<file path="src/hw/adc_sel_defs.vh">
// Register offsets, field positions, reset values and timing constants for the converter input selection block
`ifndef ADC_SEL_DEFS_VH
`define ADC_SEL_DEFS_VH

// Register byte offsets on the 32-bit register bus
`define OFS_INPUT_MUX_SELECT 12'h000
`define OFS_PIN_CFG_LOW 12'h004
`define OFS_PIN_CFG_HIGH 12'h008
`define OFS_SCAN_MASK 12'h00C
`define OFS_CONV_CTRL 12'h010
`define OFS_SAMPLE_STATUS 12'h014

// Writable bit masks per register
`define MASK_INPUT_MUX_SELECT 16'h9F9F
`define MASK_PIN_CFG_HIGH 16'h0003
`define MASK_CONV_CTRL 16'h03FF

// Field positions inside the input select register
`define NEG_B_BIT 15
`define POS_B_MSB 12
`define POS_B_LSB 8
`define NEG_A_BIT 7
`define POS_A_MSB 4
`define POS_A_LSB 0

// Field positions inside the conversion control register
`define DIV_MSB 7
`define DIV_LSB 0
`define SCAN_EN_BIT 8
`define ALT_MODE_BIT 9

// Field positions inside the high pin configuration register
`define BG_DIS_BIT 1
`define HALF_BG_DIS_BIT 0

// Positive input codes
`define CODE_HALF_BG 5'h10
`define CODE_FULL_BG 5'h11

// Reset value of every implemented register bit
`define REG_RESET 16'h0000

// Instruction cycle is two system clocks
`define TCY_CLOCKS 2

`endif

</file>
<file path="src/hw/adc_input_select.v">
// Input selection, pin configuration, scan sequencing and conversion clock for the converter
//
// Implementation choices: the placing of the registers and the APB register port.

`include "adc_sel_defs.vh"

module adc_input_select (
    // System clock and reset
    input wire CLK_SYS,
    input wire RST_N,
    // APB slave
    input wire PSEL,
    input wire PENABLE,
    input wire PWRITE,
    input wire [11:0] PADDR,
    input wire [31:0] PWDATA,
    output reg [31:0] PRDATA,
    output reg PREADY,
    output reg PSLVERR,
    // Sample handshake from the conversion engine
    input wire SAMPLE_START,
    input wire SEQ_RESTART,
    // Sample-and-hold selection
    output reg [4:0] POS_INPUT_SEL,
    output reg NEG_INPUT_IS_PIN_ONE,
    output reg SAMPLE_USES_SETTING_B,
    // Pin mode
    output reg [15:0] PIN_DIGITAL_MODE,
    output reg [15:0] PIN_ANALOG_SAMPLE_EN,
    // Conversion clock enable
    output reg CONV_CLOCK_TICK
);

    // Software visible registers
    // All are 16 bits wide and sit in the low half of a bus word
    // Unimplemented bits are never stored, so reads need no masking
    reg [15:0] input_mux_select_r; // Both multiplexer settings
    reg [15:0] pin_analog_config_low_r; // Digital mode per pin
    reg [15:0] pin_analog_config_high_r; // Bandgap scan disables
    reg [15:0] scan_channel_mask_r; // Scan include per pin
    reg [15:0] conv_ctrl_r; // Divider, scan enable, alternate mode

    // Sequencing state
    // Changed only by a sample start or a restart, never by a bus write
    // Scan position: 0-15 pins, 16 half bandgap, 17 bandgap
    reg use_b_r; // Next sample uses setting B
    reg [4:0] scan_pos_r; // Last scanned channel, 0-17; takes the fixed field value, up to 31, after an empty scan list
    reg scan_first_r; // No channel scanned yet in sequence

    // Conversion clock divider
    // Two system clocks form one instruction cycle
    // The count runs in whole instruction cycles
    reg [7:0] period_cnt_r; // Counts instruction cycles
    reg tcy_phase_r; // Instruction cycle is two clocks

    // Field views
    // Plain wires into the stored registers, no extra state
    // Divider, scan enable and alternate mode share one control word
    wire [7:0] conv_clock_divider = conv_ctrl_r[`DIV_MSB:`DIV_LSB];
    wire scan_enable = conv_ctrl_r[`SCAN_EN_BIT];
    wire alternate_setting_mode = conv_ctrl_r[`ALT_MODE_BIT];
    wire neg_select_setting_b = input_mux_select_r[`NEG_B_BIT];
    wire [4:0] pos_select_setting_b = input_mux_select_r[`POS_B_MSB:`POS_B_LSB];
    wire neg_select_setting_a = input_mux_select_r[`NEG_A_BIT];
    wire [4:0] pos_select_setting_a = input_mux_select_r[`POS_A_MSB:`POS_A_LSB];

    // APB access decode
    // A write lands only in the access cycle, once ready is already high
    // Ready comes from a flip-flop, so no path runs from select to ready
    // Status offset decodes as a hit but accepts no data
    wire apb_write = PSEL && PENABLE && PWRITE && PREADY;
    wire apb_setup = PSEL && !PENABLE;
    wire addr_hit = (PADDR == `OFS_INPUT_MUX_SELECT) || (PADDR == `OFS_PIN_CFG_LOW) ||
                    (PADDR == `OFS_PIN_CFG_HIGH) || (PADDR == `OFS_SCAN_MASK) ||
                    (PADDR == `OFS_CONV_CTRL) || (PADDR == `OFS_SAMPLE_STATUS);

    // Scan eligibility over 18 positions: 16 pins, half bandgap, bandgap
    // Pins need their mask bit set to take part
    // Internal channels take part unless their disable bit is set
    // So both internal channels are eligible straight after reset
    wire [17:0] scan_ok;
    genvar gi;
    generate
        for (gi = 0; gi < 16; gi = gi + 1) begin : g_scan
            // Pin must be selected by the mask
            assign scan_ok[gi] = scan_channel_mask_r[gi];
        end
    endgenerate
    // Internal channels sit above the pins
    assign scan_ok[16] = !pin_analog_config_high_r[`HALF_BG_DIS_BIT];
    assign scan_ok[17] = !pin_analog_config_high_r[`BG_DIS_BIT];

    // Next scan channel: lowest eligible above current, else lowest overall
    // Pure search over all 18 positions, settled within one clock
    // A priority chain of 18 entries is cheap enough at 50 MHz
    // After a restart the lowest eligible position comes first
    // Used only for setting A samples while scanning
    reg [4:0] scan_next;
    reg scan_found;
    reg [4:0] scan_low;
    reg low_found;
    integer k;
    always @* begin
        // Defaults keep the search free of latches
        scan_next = 5'h00;
        scan_found = 1'b0;
        scan_low = 5'h00;
        low_found = 1'b0;
        for (k = 17; k >= 0; k = k - 1) begin
            // Lowest eligible wins because loop counts downward
            if (scan_ok[k]) begin
                // Track the lowest eligible for the wrap
                scan_low = k[4:0];
                low_found = 1'b1;
                // Candidate above the last scanned position
                if (scan_first_r || (k[4:0] > scan_pos_r)) begin
                    scan_next = k[4:0];
                    scan_found = 1'b1;
                end
            end
        end
        // Wrap to lowest after highest
        if (!scan_found) begin
            scan_next = scan_low;
        end
        // Empty scan list falls back to the fixed field
        if (!low_found) begin
            scan_next = pos_select_setting_a;
        end
    end

    // Scan position code maps to the positive input code
    // Positions and codes agree today; kept apart so a remap is local
    // Positions above 17 pass through unchanged, above the full bandgap code
    function [4:0] scan_code;
        input [4:0] pos;
        begin
            if (pos == 5'h10) begin
                // Half bandgap
                scan_code = `CODE_HALF_BG;
            end else if (pos == 5'h11) begin
                // Full bandgap
                scan_code = `CODE_FULL_BG;
            end else begin
                // Analog pin number
                scan_code = pos;
            end
        end
    endfunction

    // Register writes, masked so unimplemented bits stay zero
    // One register at most changes per access, chosen by the byte address
    // Writes to the status word and to unmapped addresses are dropped
    // Config changes reach the pin outputs one clock later
    // Selection changes reach the sample outputs only at the next start
    always @(posedge CLK_SYS or negedge RST_N) begin
        if (!RST_N) begin
            // Power-on state: every implemented bit zero
            input_mux_select_r <= `REG_RESET;
            pin_analog_config_low_r <= `REG_RESET;
            pin_analog_config_high_r <= `REG_RESET;
            scan_channel_mask_r <= `REG_RESET;
            conv_ctrl_r <= `REG_RESET;
        end else if (apb_write) begin
            case (PADDR)
                `OFS_INPUT_MUX_SELECT: begin
                    // Bits 14:13 and 6:5 are masked off
                    input_mux_select_r <= PWDATA[15:0] & `MASK_INPUT_MUX_SELECT;
                end
                `OFS_PIN_CFG_LOW: begin
                    // All sixteen bits are implemented
                    pin_analog_config_low_r <= PWDATA[15:0];
                end
                `OFS_PIN_CFG_HIGH: begin
                    // Only the two internal channel disables exist
                    pin_analog_config_high_r <= PWDATA[15:0] & `MASK_PIN_CFG_HIGH;
                end
                `OFS_SCAN_MASK: begin
                    // One include bit per pin
                    scan_channel_mask_r <= PWDATA[15:0];
                end
                `OFS_CONV_CTRL: begin
                    // Reserved divider values are stored as written, not trapped
                    conv_ctrl_r <= PWDATA[15:0] & `MASK_CONV_CTRL;
                end
                default: begin
                    // Status and unmapped: no effect
                end
            endcase
        end
    end

    // APB answer: no wait state, data registered at the end of setup
    // Read data is captured at the setup edge, so a write that landed
    // at the previous access edge is already visible
    // Error flag marks unmapped addresses and lasts only with ready
    // Read data holds until the next setup
    always @(posedge CLK_SYS or negedge RST_N) begin
        if (!RST_N) begin
            // Idle bus: no answer pending
            PREADY <= 1'b0;
            PRDATA <= 32'h00000000;
            PSLVERR <= 1'b0;
        end else if (apb_setup) begin
            // Answer every setup in the next cycle
            PREADY <= 1'b1;
            PSLVERR <= !addr_hit;
            case (PADDR)
                `OFS_INPUT_MUX_SELECT: begin
                    PRDATA <= {16'h0000, input_mux_select_r};
                end
                `OFS_PIN_CFG_LOW: begin
                    PRDATA <= {16'h0000, pin_analog_config_low_r};
                end
                `OFS_PIN_CFG_HIGH: begin
                    PRDATA <= {16'h0000, pin_analog_config_high_r};
                end
                `OFS_SCAN_MASK: begin
                    PRDATA <= {16'h0000, scan_channel_mask_r};
                end
                `OFS_CONV_CTRL: begin
                    PRDATA <= {16'h0000, conv_ctrl_r};
                end
                `OFS_SAMPLE_STATUS: begin
                    // Live sample selection
                    PRDATA <= {16'h0000, 8'h00, SAMPLE_USES_SETTING_B, NEG_INPUT_IS_PIN_ONE, 1'b0, POS_INPUT_SEL};
                end
                default: begin
                    // Unmapped reads return zero
                    PRDATA <= 32'h00000000;
                end
            endcase
        end else begin
            // Ready only in the single access cycle
            PREADY <= 1'b0;
            PSLVERR <= 1'b0;
        end
    end

    // Sample selection latched at sample start only
    // Restart wins over a start in the same cycle
    // Restart leaves the outputs alone; they still describe the last sample
    // With alternate mode off every sample uses setting A
    // Setting B samples never move the scan position
    // Limitation: an empty scan list falls back to the fixed field
    always @(posedge CLK_SYS or negedge RST_N) begin
        if (!RST_N) begin
            // First sample after reset uses setting A
            POS_INPUT_SEL <= 5'h00;
            NEG_INPUT_IS_PIN_ONE <= 1'b0;
            SAMPLE_USES_SETTING_B <= 1'b0;
            use_b_r <= 1'b0;
            scan_pos_r <= 5'h00;
            scan_first_r <= 1'b1;
        end else if (SEQ_RESTART) begin
            // New sequence begins with setting A and the lowest channel
            use_b_r <= 1'b0;
            scan_first_r <= 1'b1;
        end else if (SAMPLE_START) begin
            // Held until the next start, so writes never disturb a running sample
            if (alternate_setting_mode && use_b_r) begin
                // Setting B: both inputs from the B fields
                POS_INPUT_SEL <= pos_select_setting_b;
                NEG_INPUT_IS_PIN_ONE <= neg_select_setting_b;
                SAMPLE_USES_SETTING_B <= 1'b1;
            end else begin
                if (scan_enable) begin
                    // Scan supplies the positive input, negative stays fixed
                    POS_INPUT_SEL <= scan_code(scan_next);
                    scan_pos_r <= scan_next;
                    scan_first_r <= 1'b0;
                end else begin
                    // Fixed positive field of setting A
                    POS_INPUT_SEL <= pos_select_setting_a;
                end
                NEG_INPUT_IS_PIN_ONE <= neg_select_setting_a;
                SAMPLE_USES_SETTING_B <= 1'b0;
            end
            // Toggle only while alternating
            use_b_r <= alternate_setting_mode && !use_b_r;
        end
    end

    // Pin mode outputs follow the low configuration register
    // One clock of delay keeps every output straight from a flip-flop
    // Reset shows every pin analog, matching the cleared configuration
    always @(posedge CLK_SYS or negedge RST_N) begin
        if (!RST_N) begin
            PIN_DIGITAL_MODE <= `REG_RESET;
            PIN_ANALOG_SAMPLE_EN <= ~`REG_RESET;
        end else begin
            // Copy and its inverse, both registered
            PIN_DIGITAL_MODE <= pin_analog_config_low_r;
            PIN_ANALOG_SAMPLE_EN <= ~pin_analog_config_low_r;
        end
    end

    // Conversion clock: one tick every TCY_CLOCKS*(divider+1) system clocks
    // Divider is read live; a smaller value ends the running period early
    // because the count compares with greater-or-equal
    // Reserved divider values are honoured, giving periods up to 512 clocks
    // Tick is a one-cycle enable, not a clock; nothing here runs on it
    always @(posedge CLK_SYS or negedge RST_N) begin
        if (!RST_N) begin
            // Count and phase start at zero
            tcy_phase_r <= 1'b0;
            period_cnt_r <= 8'h00;
            CONV_CLOCK_TICK <= 1'b0;
        end else begin
            // Default low, raised for one cycle below
            CONV_CLOCK_TICK <= 1'b0;
            tcy_phase_r <= !tcy_phase_r;
            // Count on the last clock of each instruction cycle
            if (tcy_phase_r) begin
                if (period_cnt_r >= conv_clock_divider) begin
                    // Period complete: restart the count and tick
                    period_cnt_r <= 8'h00;
                    CONV_CLOCK_TICK <= 1'b1;
                end else begin
                    // Still inside the period
                    period_cnt_r <= period_cnt_r + 8'h01;
                end
            end
        end
    end

endmodule

</file>
<file path="config.mk">
export PLATFORM = sky130hd
export DESIGN_NAME = adc_input_select
export DESIGN_NICKNAME = d
export VERILOG_FILES = /design/src/hw/adc_input_select.v
export VERILOG_INCLUDE_DIRS = /design/src /design/src/hw
export SDC_FILE = /design/constraint.sdc
export NUM_CORES = 1
export LEC_CHECK = 0
export ABC_AREA = 1
export BUFFER_PORTS_ARGS = -buffer_cell sky130_fd_sc_hd__clkbuf_2
export CORE_ASPECT_RATIO = 0.7
export CORE_MARGIN = 8
export CORE_UTILIZATION = 59
export DETAILED_ROUTE_END_ITERATION = 8
export GPL_TIMING_DRIVEN = 0
export HOLD_SLACK_MARGIN = 0.12
export PLACE_DENSITY_LB_ADDON = 0.15
export SLEW_MARGIN = 5
export SYNTH_ARGS = -nofsm -noshare
export SYNTH_HDL_FRONTEND = slang
export SYNTH_SLANG_ARGS = --single-unit
export TNS_END_PERCENT = 50
</file>
<file path="constraint.sdc">
create_clock -name CLK_SYS -period 4.8 [get_ports CLK_SYS]
set_input_delay 0.96 -clock CLK_SYS [delete_from_list [all_inputs] [get_ports CLK_SYS]]
set_output_delay 0.96 -clock CLK_SYS [all_outputs]
set_load 0.01 [all_outputs]
</file>
Word level (Yosys, flattened, before mapping)
Cells that the tools add are included.
Cells by class
  add/sub/neg operators: 1
  order comparisons: 19
  eq/ne operators: 8
  muxes and demuxes: 128
  bitwise gates (word level): 3
  reductions and logical operators: 44
Operators with widths (number)
  two-way mux 5 bit: 60
  case mux 16 bit (6 select lines): 1
  two-way mux 1 bit: 66
  greater-than comparator 4 x 5 -> 1 bit, first input constant: 8
  equality test 12 x 4 -> 1 bit, second input constant: 2
  equality test 12 x 5 -> 1 bit, second input constant: 2
  logical OR 1 bit: 23
  greater-than comparator 3 x 5 -> 1 bit, first input constant: 4
  NOT 16 bit: 1
  equality test 12 x 3 -> 1 bit, second input constant: 1
  logical NOT 12 bit: 1
  AND reduction 2 bit: 6
  equality test 5 bit, second input constant: 2
  greater-than comparator 1 x 5 -> 1 bit, first input constant: 2
  greater-than comparator 2 x 5 -> 1 bit, first input constant: 2
  greater-than comparator 5 bit, first input constant: 2
  adder 8 x 1 -> 8 bit, second input constant: 1
  greater-or-equal comparator 8 bit: 1
  two-way mux 8 bit: 1
  logical AND 1 bit: 6
  logical NOT 1 bit: 4
  AND reduction 4 bit: 1
  nonzero test 2 bit: 2
  AND reduction 3 bit: 1
  2 further kinds: 3
Storage, ports and cells
  register bits: 146
  output and inout bits: 74

Logic depth before layout (Yosys ltp)
Gate-level depths: netlist of the first run.
  depth in word-level cells: 45
  mapped depth: 24
  gate-level depth less buffers: 24

Least setup slack after synthesis of the first run
OpenSTA, ideal clock, no wires.
  path kind: input -> register
  start point: input port PADDR[5]
  end point: register input_mux_select_r[10]
  library setup time: 0.130 ns
  data arrival time: 2.222 ns
  path slack: 2.448 ns
  cell stages on the path: 9
  buffers on the path: 1
  path through: nor3_1 -> nand2_1 -> nor2_1 -> nand2_1 -> inv_1 -> nand2_1 -> clkbuf_1 -> nand2_1 -> o21ai_0
Between the ends
  cells in the longest elaborated chain, start to end: 2
RTL lines
  start: declaration: line adc_input_select.v:15  | input wire [11:0] PADDR,
  logical NOT 12 bit: line adc_input_select.v:165  | case (PADDR)
  AND reduction 2 bit (no source line)
  end signal: assignment: line adc_input_select.v:159  | input_mux_select_r <= `REG_RESET;
  end signal: assignment: line adc_input_select.v:168  | input_mux_select_r <= PWDATA[15:0] & `MASK_INPUT_MUX_SELECT;
  end: declaration: line adc_input_select.v:37  | reg [15:0] input_mux_select_r;
Every way passes these cells.
A chain may end at the register's enable or synchronous reset.

Worst setup path after layout of the first run
  start point: input port PADDR[9]
  end point: register input_mux_select_r[4]
The elaborated chain is that of the path after synthesis.

==> results.json, run 1 <==
{
  "die_x_um": 137.4,
  "syn_area_um2": 6085,
  "grtUsageTotal_pct": 28.04,
  "combPwrFrac_pct": 3.4,
  "cts.repair.resized": 0,
  "htreeDepth": 4,
  "io_buffers": 92,
  "drt_wl_total_um": 18740,
  "p_sw_uw": 581.3,
  "die_h_um": 101.0,
  "crit_buf_inv": 3,
  "core_um2": 10200,
  "cp-end-kind": "register",
  "final_cell_mix": "nand2_1 (205), dfrtp_1 (113), inv_1 (97)",
  "dr.first_iter.drc_count": 600,
  "hp-class": "input pin to asynchronous set/reset pin",
  "start_kind": "input pin",
  "design_area_um2": 7420,
  "ys_warn_count": 0,
  "fin_tns_setup_ns": 0,
  "cts_tree": "done",
  "final-seq-area_um2": 3274,
  "tightest_slew_ns": 0.5727,
  "grt_max_degree": 116,
  "multi_input_area_um2": 2296,
  "cpMaxStageDelayCell": "nor4_1",
  "r2r_slack_ns": 2.59,
  "fin_crit_sh_pct": 58.83,
  "crit_end": "input_mux_select_r[4]",
  "drcViolationCount": 1,
  "dpl.hpwl_um": 13610,
  "path_class": "input pin to register",
  "ant_nets": 0,
  "grt_pass1_wl_um": 29350,
  "max_cap_viol_count": 0,
  "period_needed_ns": 2.824,
  "fin_skew_ns": 0.01085,
  "synth_edf_count": 0,
  "fp-row-count": 31,
  "crit_fanout": 10,
  "syn_inst": 727,
  "max-vdd-ir-drop_mv": 0.2829,
  "max_freq_mhz": 354.1,
  "r2r_end": "POS_INPUT_SEL[0]",
  "post_cts_buffers": 0,
  "hold_viol": 0,
  "post_drt_wl_per_cell_um": 18.75,
  "hold_buffers": 0,
  "crit_chain": "clkbuf_2 > nor4_1 > nand2_1 > inv_1 > nand2_1 > clkbuf_1 > nand2_1 > o21ai_0",
  "die-area_um2": 13870,
  "worstReg2RegStart": "scan_first_r",
  "powerDensity_nw_per_um2": 342.7,
  "netlist-cell-type-count": 40,
  "p_int_mw": 1.962,
  "cts_root_buf": "clkbuf_16",
  "grt_antenna_before_repair": 0,
  "syn_to_final_growth_pct": 21.94,
  "crit_cells": 8,
  "nets": 914,
  "vias": 5664,
  "crit_family": "simple AND/OR/NAND/NOR gates",
  "diodes": 0,
  "drive_gt1_share_pct": 20.42,
  "clkSlewWorstSetupHoldPaths_ns": 0.06,
  "seqPwrFrac_pct": 43.2,
  "synth_ff_type": "dfrtp_1",
  "startpoint": "PADDR[9]",
  "fill_cells": 778,
  "status": "finished, violations left",
  "violations": "DRC",
  "arrival_ns": 3.10,
  "p_clk_share_pct": 53.4,
  "io-pin-count": 125,
  "slowest_delay_ns": 0.53,
  "via_per_inst": 5.670,
  "yosysSeqAreaShare_pct": 53.81,
  "synth_seq_cells": 130,
  "firstDrtPassIters": 7,
  "initial_core_util_pct": 59.65,
  "setup_viol": 0,
  "cpMostUsedCell": "nand2_1",
  "clockBufferDepth": 2,
  "ff2ff_path_depth": 23,
  "clock_latency_ns": 0.43,
  "cts_buffers": 17,
  "clock_sinks": 130,
  "async_reset_ff_share_pct": 100.0,
  "place_congestion": 0.9698,
  "layout.cells.most_common": "nand2_1",
  "drv_slew": 0,
  "cp.required_ns": 5.08,
  "leakagePower_nw": 3.727,
  "rsz0062_at_grt": "no",
  "holdWs_ns": 0.3708,
  "power.share.switching_pct": 22.86,
  "grt_remaining_overflow": 0,
  "syn_area_per_cell_um2": 8.369,
  "max_slew_margin_pct": 61.47,
  "grt_pass1_vias": 5580,
  "placed_cell_area_um2": 6803
}
per-layer routing:
layer	share of wire [%]	track usage (%)	wire length (µm)	vias up
met3	11	11.30	2147	66
met4	3.3	11.48	612	0
met2	46	44.62	8600	298
li1	-	-	-	2591
met5	0	0	0	-
met1	39	33.09	7375	2709
worst min-delay path by stage:
stage	start	endpoint	slack, ns	cells past startpoint
final	RST_N	PIN_DIGITAL_MODE[11]	0.37	1
after global placement	pin_analog_config_low_r[0]	PIN_DIGITAL_MODE[0]	0.38	0
after floorplan	pin_analog_config_low_r[0]	PIN_DIGITAL_MODE[0]	0.37	0
after detailed placement	pin_analog_config_low_r[12]	PIN_DIGITAL_MODE[12]	0.39	0
after global routing	RST_N	PIN_DIGITAL_MODE[11]	0.37	1
after CTS	RST_N	PIN_DIGITAL_MODE[11]	0.37	1
power groups by stage:
| stage | combinational [mW] | clock (mW) | sequential (mW) |
|---|---|---|---|
| after floorplan | 0.0325 | 0 | 1.12 |
| after global placement | 0.0792 | 0 | 1.12 |
| after detailed placement | 0.0850 | 0 | 1.12 |
| after CTS | 0.0855 | 1.35 | 1.10 |
| after global routing | 0.0961 | 1.41 | 1.10 |
| final | 0.0864 | 1.36 | 1.10 |
flip-flops by register name (all words and copies together) (netlist names), 2 cells and up:
register	count
PIN_DIGITAL_MODE	16
period_cnt_r	8
pin_analog_config_low_r	16
input_mux_select_r	12
PRDATA	16
conv_ctrl_r	10
PIN_ANALOG_SAMPLE_EN	16
pin_analog_config_high_r	2
scan_channel_mask_r	16
scan_pos_r	5
POS_INPUT_SEL	5
metrics by stage:
stage                     instances  setup slack, ns  power [mW]  util, %
after floorplan                 742            2.448       1.152        -
after global placement          966           0.8800       1.198    66.33
after global routing            999            1.808       2.601    72.73
after detailed placement        967            1.727       1.203    66.69
final                           999            1.976       2.543    72.73
after CTS                       999            2.103       2.537    72.73
cell type report:
| class | instances | area share (%) |
|---|---|---|
| Sequential cell | 130 | 44.13 |
| Multi-Input combinational cell | 477 | 30.94 |
| Timing Repair Buffer | 93 | 6.695 |
| Clock buffer | 18 | 5.919 |
| Inverter | 104 | 5.295 |
| Clock inverter | 14 | 2.395 |
| Buffer | 31 | 2.395 |
| Tap cell | 132 | 2.226 |
worst reg2reg max path, stage by stage (launching register included):
cell and delay [ns]:
dfstp_2 0.64, inv_4 0.09, nand2_2 0.10, nand2_1 0.09, nand3_1 0.14, nand2_1 0.07
nand2_1 0.06, nand2_1 0.05, nand2_1 0.05, nand2_1 0.05, nand2_1 0.05, nand2_1 0.05
nand2_1 0.06, nand2_1 0.05, nand2_1 0.05, nand2_1 0.05, nand2_1 0.06, nand2_1 0.05
nand2_1 0.08, nand2_1 0.06, nand2_1 0.05, nand2_1 0.04, nand2_1 0.07, nand2_1 0.05
cells by family (layout without fill, tap and decap cells):
group / after synthesis / after routing / share of synthesized area, %
xor gates and xnor gates: 2 / 2 / 0.2879
buffers and inverters: 135 / 260 / 9.377
DFF: 130 / 130 / 53.81
and+or+nand+nor: 301 / 301 / 20.54
adders and majority gates: 9 / 9 / 1.851
AOI/OAI and AO/OA: 149 / 149 / 14.07
other: 1 / 16 / 0.06163
Yosys cell counts, types with 4 or more instances:
cell type | count | share of area (%)
o22ai_1 | 15 | 1.5
inv_2 | 4 | 0.25
nand4_1 | 4 | 0.41
nor2_1 | 39 | 2.4
ha_1 | 9 | 1.9
a221oi_1 | 4 | 0.58
nor4_1 | 6 | 0.62
inv_1 | 97 | 6.0
dfstp_2 | 17 | 7.3
nand3_1 | 28 | 2.3
o221ai_1 | 5 | 0.72
nand2_2 | 5 | 0.51
o21ai_0 | 88 | 7.2
clkbuf_1 | 14 | 0.86
a21oi_1 | 15 | 1.2
buf_4 | 16 | 2.0
o211ai_1 | 5 | 0.62
nand2_1 | 205 | 13
dfrtp_1 | 113 | 46
nor3_1 | 9 | 0.74
No activity file was read; power rests on OpenSTA's default activity.
==> inputs of run 2 (changes only) <==
- CORE_UTILIZATION: 59 -> 55
- clock period: 4.8 -> 2.9 ns (I/O delays scaled with it)
==> run 2 against run 1 <==
The run now ends clean. Setup slack worse by 1.4 ns. Count of clock-buffer cells in the layout unchanged. Highest routed layer unchanged. Global-route usage down 2.7 points. Sequential power up 65%. Routed wire length decreased by 2.5%. Largest cell class unchanged. Critical path depth did not move. Sequential share of layout area decreased by 0.18 points. Via count is 2.2% lower. Critical endpoint is now input_mux_select_r[10]. Die area rose by 6.3%. Non-clock buffer count is 1 higher.
==> results.json, run 2 (synthesis results as in run 1) <==
{
  "clock_latency_ns": 0.42,
  "combPwrFrac_pct": 3.4,
  "grt_remaining_overflow": 0,
  "die_x_um": 141.7,
  "place_ws_ns": 0.2311,
  "cts_root_buf": "clkbuf_16",
  "holdWs_ns": 0.4013,
  "fin_tns_setup_ns": 0,
  "io_buffers": 92,
  "nets": 915,
  "fp-row-count": 32,
  "cts_tree": "done",
  "place_inst": 988,
  "multi_input_area_um2": 2296,
  "io-pin-count": 125,
  "dr.first_iter.drc_count": 529,
  "ant_nets": 0,
  "fin_util_pct": 68.41,
  "initial_core_util_pct": 55.87,
  "power.share.switching_pct": 22.85,
  "crit_fanout": 10,
  "max_cap_viol_count": 0,
  "cp-end-kind": "register",
  "via_per_inst": 5.426,
  "p_sw_uw": 956.3,
  "crit_chain": "clkbuf_2 > nor4_1 > nand2_1 > inv_1 > nand2_1 > clkbuf_1 > nand2_1 > o21ai_0",
  "max-vdd-ir-drop_mv": 0.4567,
  "drv_slew": 0,
  "post_cts_buffers": 0,
  "fin_skew_ns": 0.006009,
  "layout.cells.most_common": "nand2_1",
  "clock_sinks": 130,
  "firstDrtPassIters": 5,
  "fin_ws_ns": 0.6060,
  "die_h_um": 104,
  "cts_buffers": 17,
  "power_mw": 4.184,
  "drive_gt1_share_pct": 20.28,
  "vias": 5540,
  "powerDensity_nw_per_um2": 561.7,
  "max_freq_mhz": 435.9,
  "syn_to_final_growth_pct": 22.43,
  "drcViolationCount": 0,
  "rsz0062_at_grt": "no",
  "path_class": "input pin to register",
  "clockBufferDepth": 2,
  "tightest_slew_ns": 0.5971,
  "design_area_um2": 7450,
  "core_um2": 10890,
  "slowest_delay_ns": 0.51,
  "place_congestion": 0.9565,
  "setup_viol": 0,
  "hp-class": "register to register",
  "status": "finished clean",
  "htreeDepth": 4,
  "hold_viol": 0,
  "arrival_ns": 2.58,
  "cpMostUsedCell": "nand2_1",
  "leakagePower_nw": 3.731,
  "die-area_um2": 14740,
  "grt_pass1_wl_um": 29030,
  "grt_antenna_before_repair": 0,
  "grt_max_degree": 113,
  "placed_cell_area_um2": 6829,
  "cp.required_ns": 3.18,
  "seqPwrFrac_pct": 43.5,
  "dpl.hpwl_um": 13780,
  "period_needed_ns": 2.294,
  "p_int_mw": 3.228,
  "fin_cells": 1021,
  "start_kind": "input pin",
  "max_slew_margin_pct": 60.20,
  "grt_pass1_vias": 5480,
  "drt_wl_total_um": 18270,
  "clkSlewWorstSetupHoldPaths_ns": 0.06,
  "final-seq-area_um2": 3274,
  "final_cell_mix": "nand2_1 (205), dfrtp_1 (113), inv_1 (97)",
  "fill_cells": 921,
  "fin_crit_sh_pct": 79.10,
  "p_clk_share_pct": 53.1,
  "grtUsageTotal_pct": 25.30,
  "cpMaxStageDelayCell": "nor4_1",
  "diodes": 0,
  "post_drt_wl_per_cell_um": 17.89
}
==> run 2: worst paths after layout <==
path	start	to	slack [ns]	cells past startpoint
setup / recovery	PADDR[9]	input_mux_select_r[10]	0.61	8
hold / removal	pin_analog_config_low_r[6]	PIN_DIGITAL_MODE[6]	0.40	0
setup reg to reg	scan_pos_r[0]	scan_pos_r[3]	0.62	8
hold reg to reg	pin_analog_config_low_r[6]	PIN_DIGITAL_MODE[6]	0.40	0
max in group asynchronous	RST_N	PIN_ANALOG_SAMPLE_EN[5]	1.56	3
min in group asynchronous	RST_N	pin_analog_config_low_r[12]	0.58	2
==> run 2: routing by layer <==
layer / share of wire [%] / track usage [%] / vias to the layer above
met5: 0 / 0 / -
met4: 2.0 / 7.869 / 0
met3: 9.7 / 6.694 / 33
met2: 45 / 38.85 / 262
met1: 43 / 34.26 / 2653
li1: - / - / 2592
==> run 2: power by group through the flow <==
stage | combinational [mW] | clock, mW | sequential (mW)
floorplan | 0.0538 | 0 | 1.85
global placement | 0.132 | 0 | 1.85
detailed placement | 0.141 | 0 | 1.85
CTS | 0.142 | 2.23 | 1.82
global route | 0.159 | 2.30 | 1.82
finish | 0.143 | 2.22 | 1.82
==> run 2: critical path, delay by kind of cell <==
kind	cells	cell delay [ns]
AOI/OAI and AO/OA	1	0.09
buffers and inverters	3	0.71
and+or+nand+nor	4	1.19
==> run 2: layout make-up <==
cell class	instances	area share (%)
Buffer	31	2.385
Clock buffer	18	5.761
Clock inverter	14	2.435
Inverter	104	5.274
Multi-Input combinational cell	477	30.82
Sequential cell	130	43.95
Tap cell	153	2.570
Timing Repair Buffer	94	6.802
==> run 2: what timing repair did <==
action                                 CTS  global route
endpoints found under the hold margin   17             0
resized for setup                        0             0
hold buffers                             1             0
==> inputs of run 3 (changes only) <==
- CORE_UTILIZATION: 55 -> 50
- clock period: 2.9 -> 2.1 ns (I/O delays scaled with it)
==> run 3 against run 2 <==
Power up 34%. Critical path depth up 7. The run now ends with setup timing left. Setup slack worse by 0.70 ns. First-iteration DRC count down 14%. Critical endpoint is now scan_pos_r[0]. Sequential share of layout area down 1.3 points.
==> results.json, run 3 (synthesis results as in run 1) <==
{
  "vias": 5587,
  "place_inst": 992,
  "arrival_ns": 2.55,
  "max_freq_mhz": 456.4,
  "ff2ff_path_depth": 15,
  "cp-end-kind": "register",
  "fp-row-count": 33,
  "rsz0062_at_grt": "yes",
  "final_cell_mix": "nand2_1 (195), dfrtp_1 (107), inv_1 (94)",
  "status": "finished, violations left",
  "layout.cells.most_common": "nand2_1",
  "cp.required_ns": 2.46,
  "core_um2": 11810,
  "setup_viol": 5,
  "min-delay-start": "SEQ_RESTART",
  "slowest_delay_ns": 0.40,
  "place_congestion": 0.9265,
  "drv_slew": 0,
  "crit_fanout": 4,
  "grt_max_degree": 107,
  "die_h_um": 108.3,
  "max-vdd-ir-drop_mv": 0.6734,
  "drcViolationCount": 0,
  "crit_chain": "buf_4 > nor2_4 > o21ai_2 > nand3_1 > nand2_2 > nor4_4 > nand2_2 > nor2_4 > buf_4 > nand3_1 > nand2_1 > inv_2 > nand2_1 > nand2_2 > nand2_2",
  "grt_pass1_wl_um": 29190,
  "path_class": "register to register",
  "fin_ws_ns": -0.09092,
  "diodes": 0,
  "design_area_um2": 7700,
  "initial_core_util_pct": 51.53,
  "whs_endpoint": "scan_first_r",
  "cts_buffers": 17,
  "place_ws_ns": -0.6331,
  "grt_pass1_vias": 5532,
  "fin_cells": 1037,
  "clock_latency_ns": 0.42,
  "fin_skew_ns": 0.007811,
  "worstReg2RegStart": "scan_first_r",
  "r2r_end": "scan_pos_r[0]",
  "start_kind": "register",
  "clock_sinks": 130,
  "hold_viol": 0,
  "cpMaxStageDelayCell": "dfstp_2",
  "grt_remaining_overflow": 0,
  "post_drt_wl_per_cell_um": 18.00,
  "grt_antenna_before_repair": 0,
  "fin_crit_sh_pct": 104.3,
  "io_buffers": 92,
  "grtUsageTotal_pct": 23.66,
  "power_mw": 5.611,
  "drt_wl_total_um": 18670,
  "syn_to_final_growth_pct": 26.55,
  "fin_util_pct": 65.20,
  "powerDensity_nw_per_um2": 728.8,
  "cts_root_buf": "clkbuf_16",
  "hp-class": "input pin to register",
  "clkSlewWorstSetupHoldPaths_ns": 0.06,
  "ant_nets": 0,
  "crit_buf_inv": 3,
  "violations": "setup timing",
  "period_needed_ns": 2.191,
  "cts_tree": "done",
  "io-pin-count": 125,
  "max_slew_margin_pct": 61.99,
  "firstDrtPassIters": 6,
  "cpMostUsedCell": "nand2_2",
  "tightest_slew_ns": 0.5681,
  "die_x_um": 147.9,
  "via_per_inst": 5.388,
  "nets": 927,
  "r2r_slack_ns": -0.09,
  "placed_cell_area_um2": 6834,
  "dr.first_iter.drc_count": 457,
  "die-area_um2": 16010,
  "fill_cells": 1009,
  "leakagePower_nw": 3.808,
  "dpl.hpwl_um": 13930,
  "holdPathStages": 3,
  "clockBufferDepth": 2,
  "drive_gt1_share_pct": 26.36,
  "crit_family": "simple AND/OR/NAND/NOR gates",
  "max_cap_viol_count": 0,
  "htreeDepth": 4,
  "startpoint": "scan_first_r"
}
## run 3: per-stage QoR
stage,hold slack (ns),TNS [ns]
finish,0.2582,-0.3400
CTS,0.2549,-0.07724
global placement,0.3822,-172.75
floorplan,0.1244,0
global route,0.2784,-1.612
detailed placement,0.3089,-22.86
## run 3: where the power goes
part | switching, mW | leakage (nW) | internal (mW)
Combinational | 0.136 | 1.79 | 0.0638
Sequential | 0.00197 | 1.73 | 2.51
Clock | 1.13 | 0.284 | 1.76
Total | 1.27 | 3.81 | 4.34
## run 3: final cells by class
class / instances / area, µm² / share of cell area (%)
Inverter: 104 / 399.1 / 5.184
Sequential cell: 130 / 3282 / 42.62
Clock inverter: 10 / 98.84 / 1.284
Buffer: 31 / 178.9 / 2.324
Tap cell: 157 / 196.4 / 2.551
Timing Repair Buffer: 106 / 598.1 / 7.767
Multi-Input combinational cell: 477 / 2462 / 31.98
Clock buffer: 22 / 484.2 / 6.289
## run 3: layer usage
layer / routed length (µm) / up-vias / GRT usage [%] / share of wire, %
met1: 8025 / 2720 / 30.81 / 43
met5: 0 / - / 0 / 0
li1: - / 2612 / - / -
met4: 221 / 0 / 7.397 / 1.2
met2: 8650 / 231 / 37.63 / 46
met3: 1768 / 24 / 7.134 / 9.5
## run 3: worst max path at each step
stage | end | slack, ns | cells after the start
4_1_cts | scan_pos_r[0] | -0.02 | 24
5_1_grt | POS_INPUT_SEL[1] | -0.23 | 14
6_report | scan_pos_r[0] | -0.09 | 15
3_5_place_dp | input_mux_select_r[12] | -0.63 | 8
3_3_place_gp | conv_ctrl_r[7] | -1.31 | 1
2_1_floorplan | period_cnt_r[4] | 0.24 | 13
## run 3: repair_timing
| item | CTS | global route |
|---|---|---|
| pin swaps | 7 | 18 |
| setup endpoints to repair | 28 | 29 |
| gates resized for setup | 20 | 43 |
| buffers inserted | 4 | 8 |
| gates cloned | 0 | 0 |
| hold buffers | 1 | 0 |
| hold endpoints to repair | 24 | 0 |
## run 3: worst register-to-register path, cell delays in order (launching register included)
cell     delay [ns]
dfstp_2        0.40
buf_4          0.15
nor2_4         0.15
o21ai_2        0.09
nand3_1        0.14
nand2_2        0.11
nor4_4         0.23
nand2_2        0.14
nor2_4         0.19
buf_4          0.14
nand3_1        0.07
nand2_1        0.08
inv_2          0.03
nand2_1        0.07
nand2_2        0.06
nand2_2        0.07
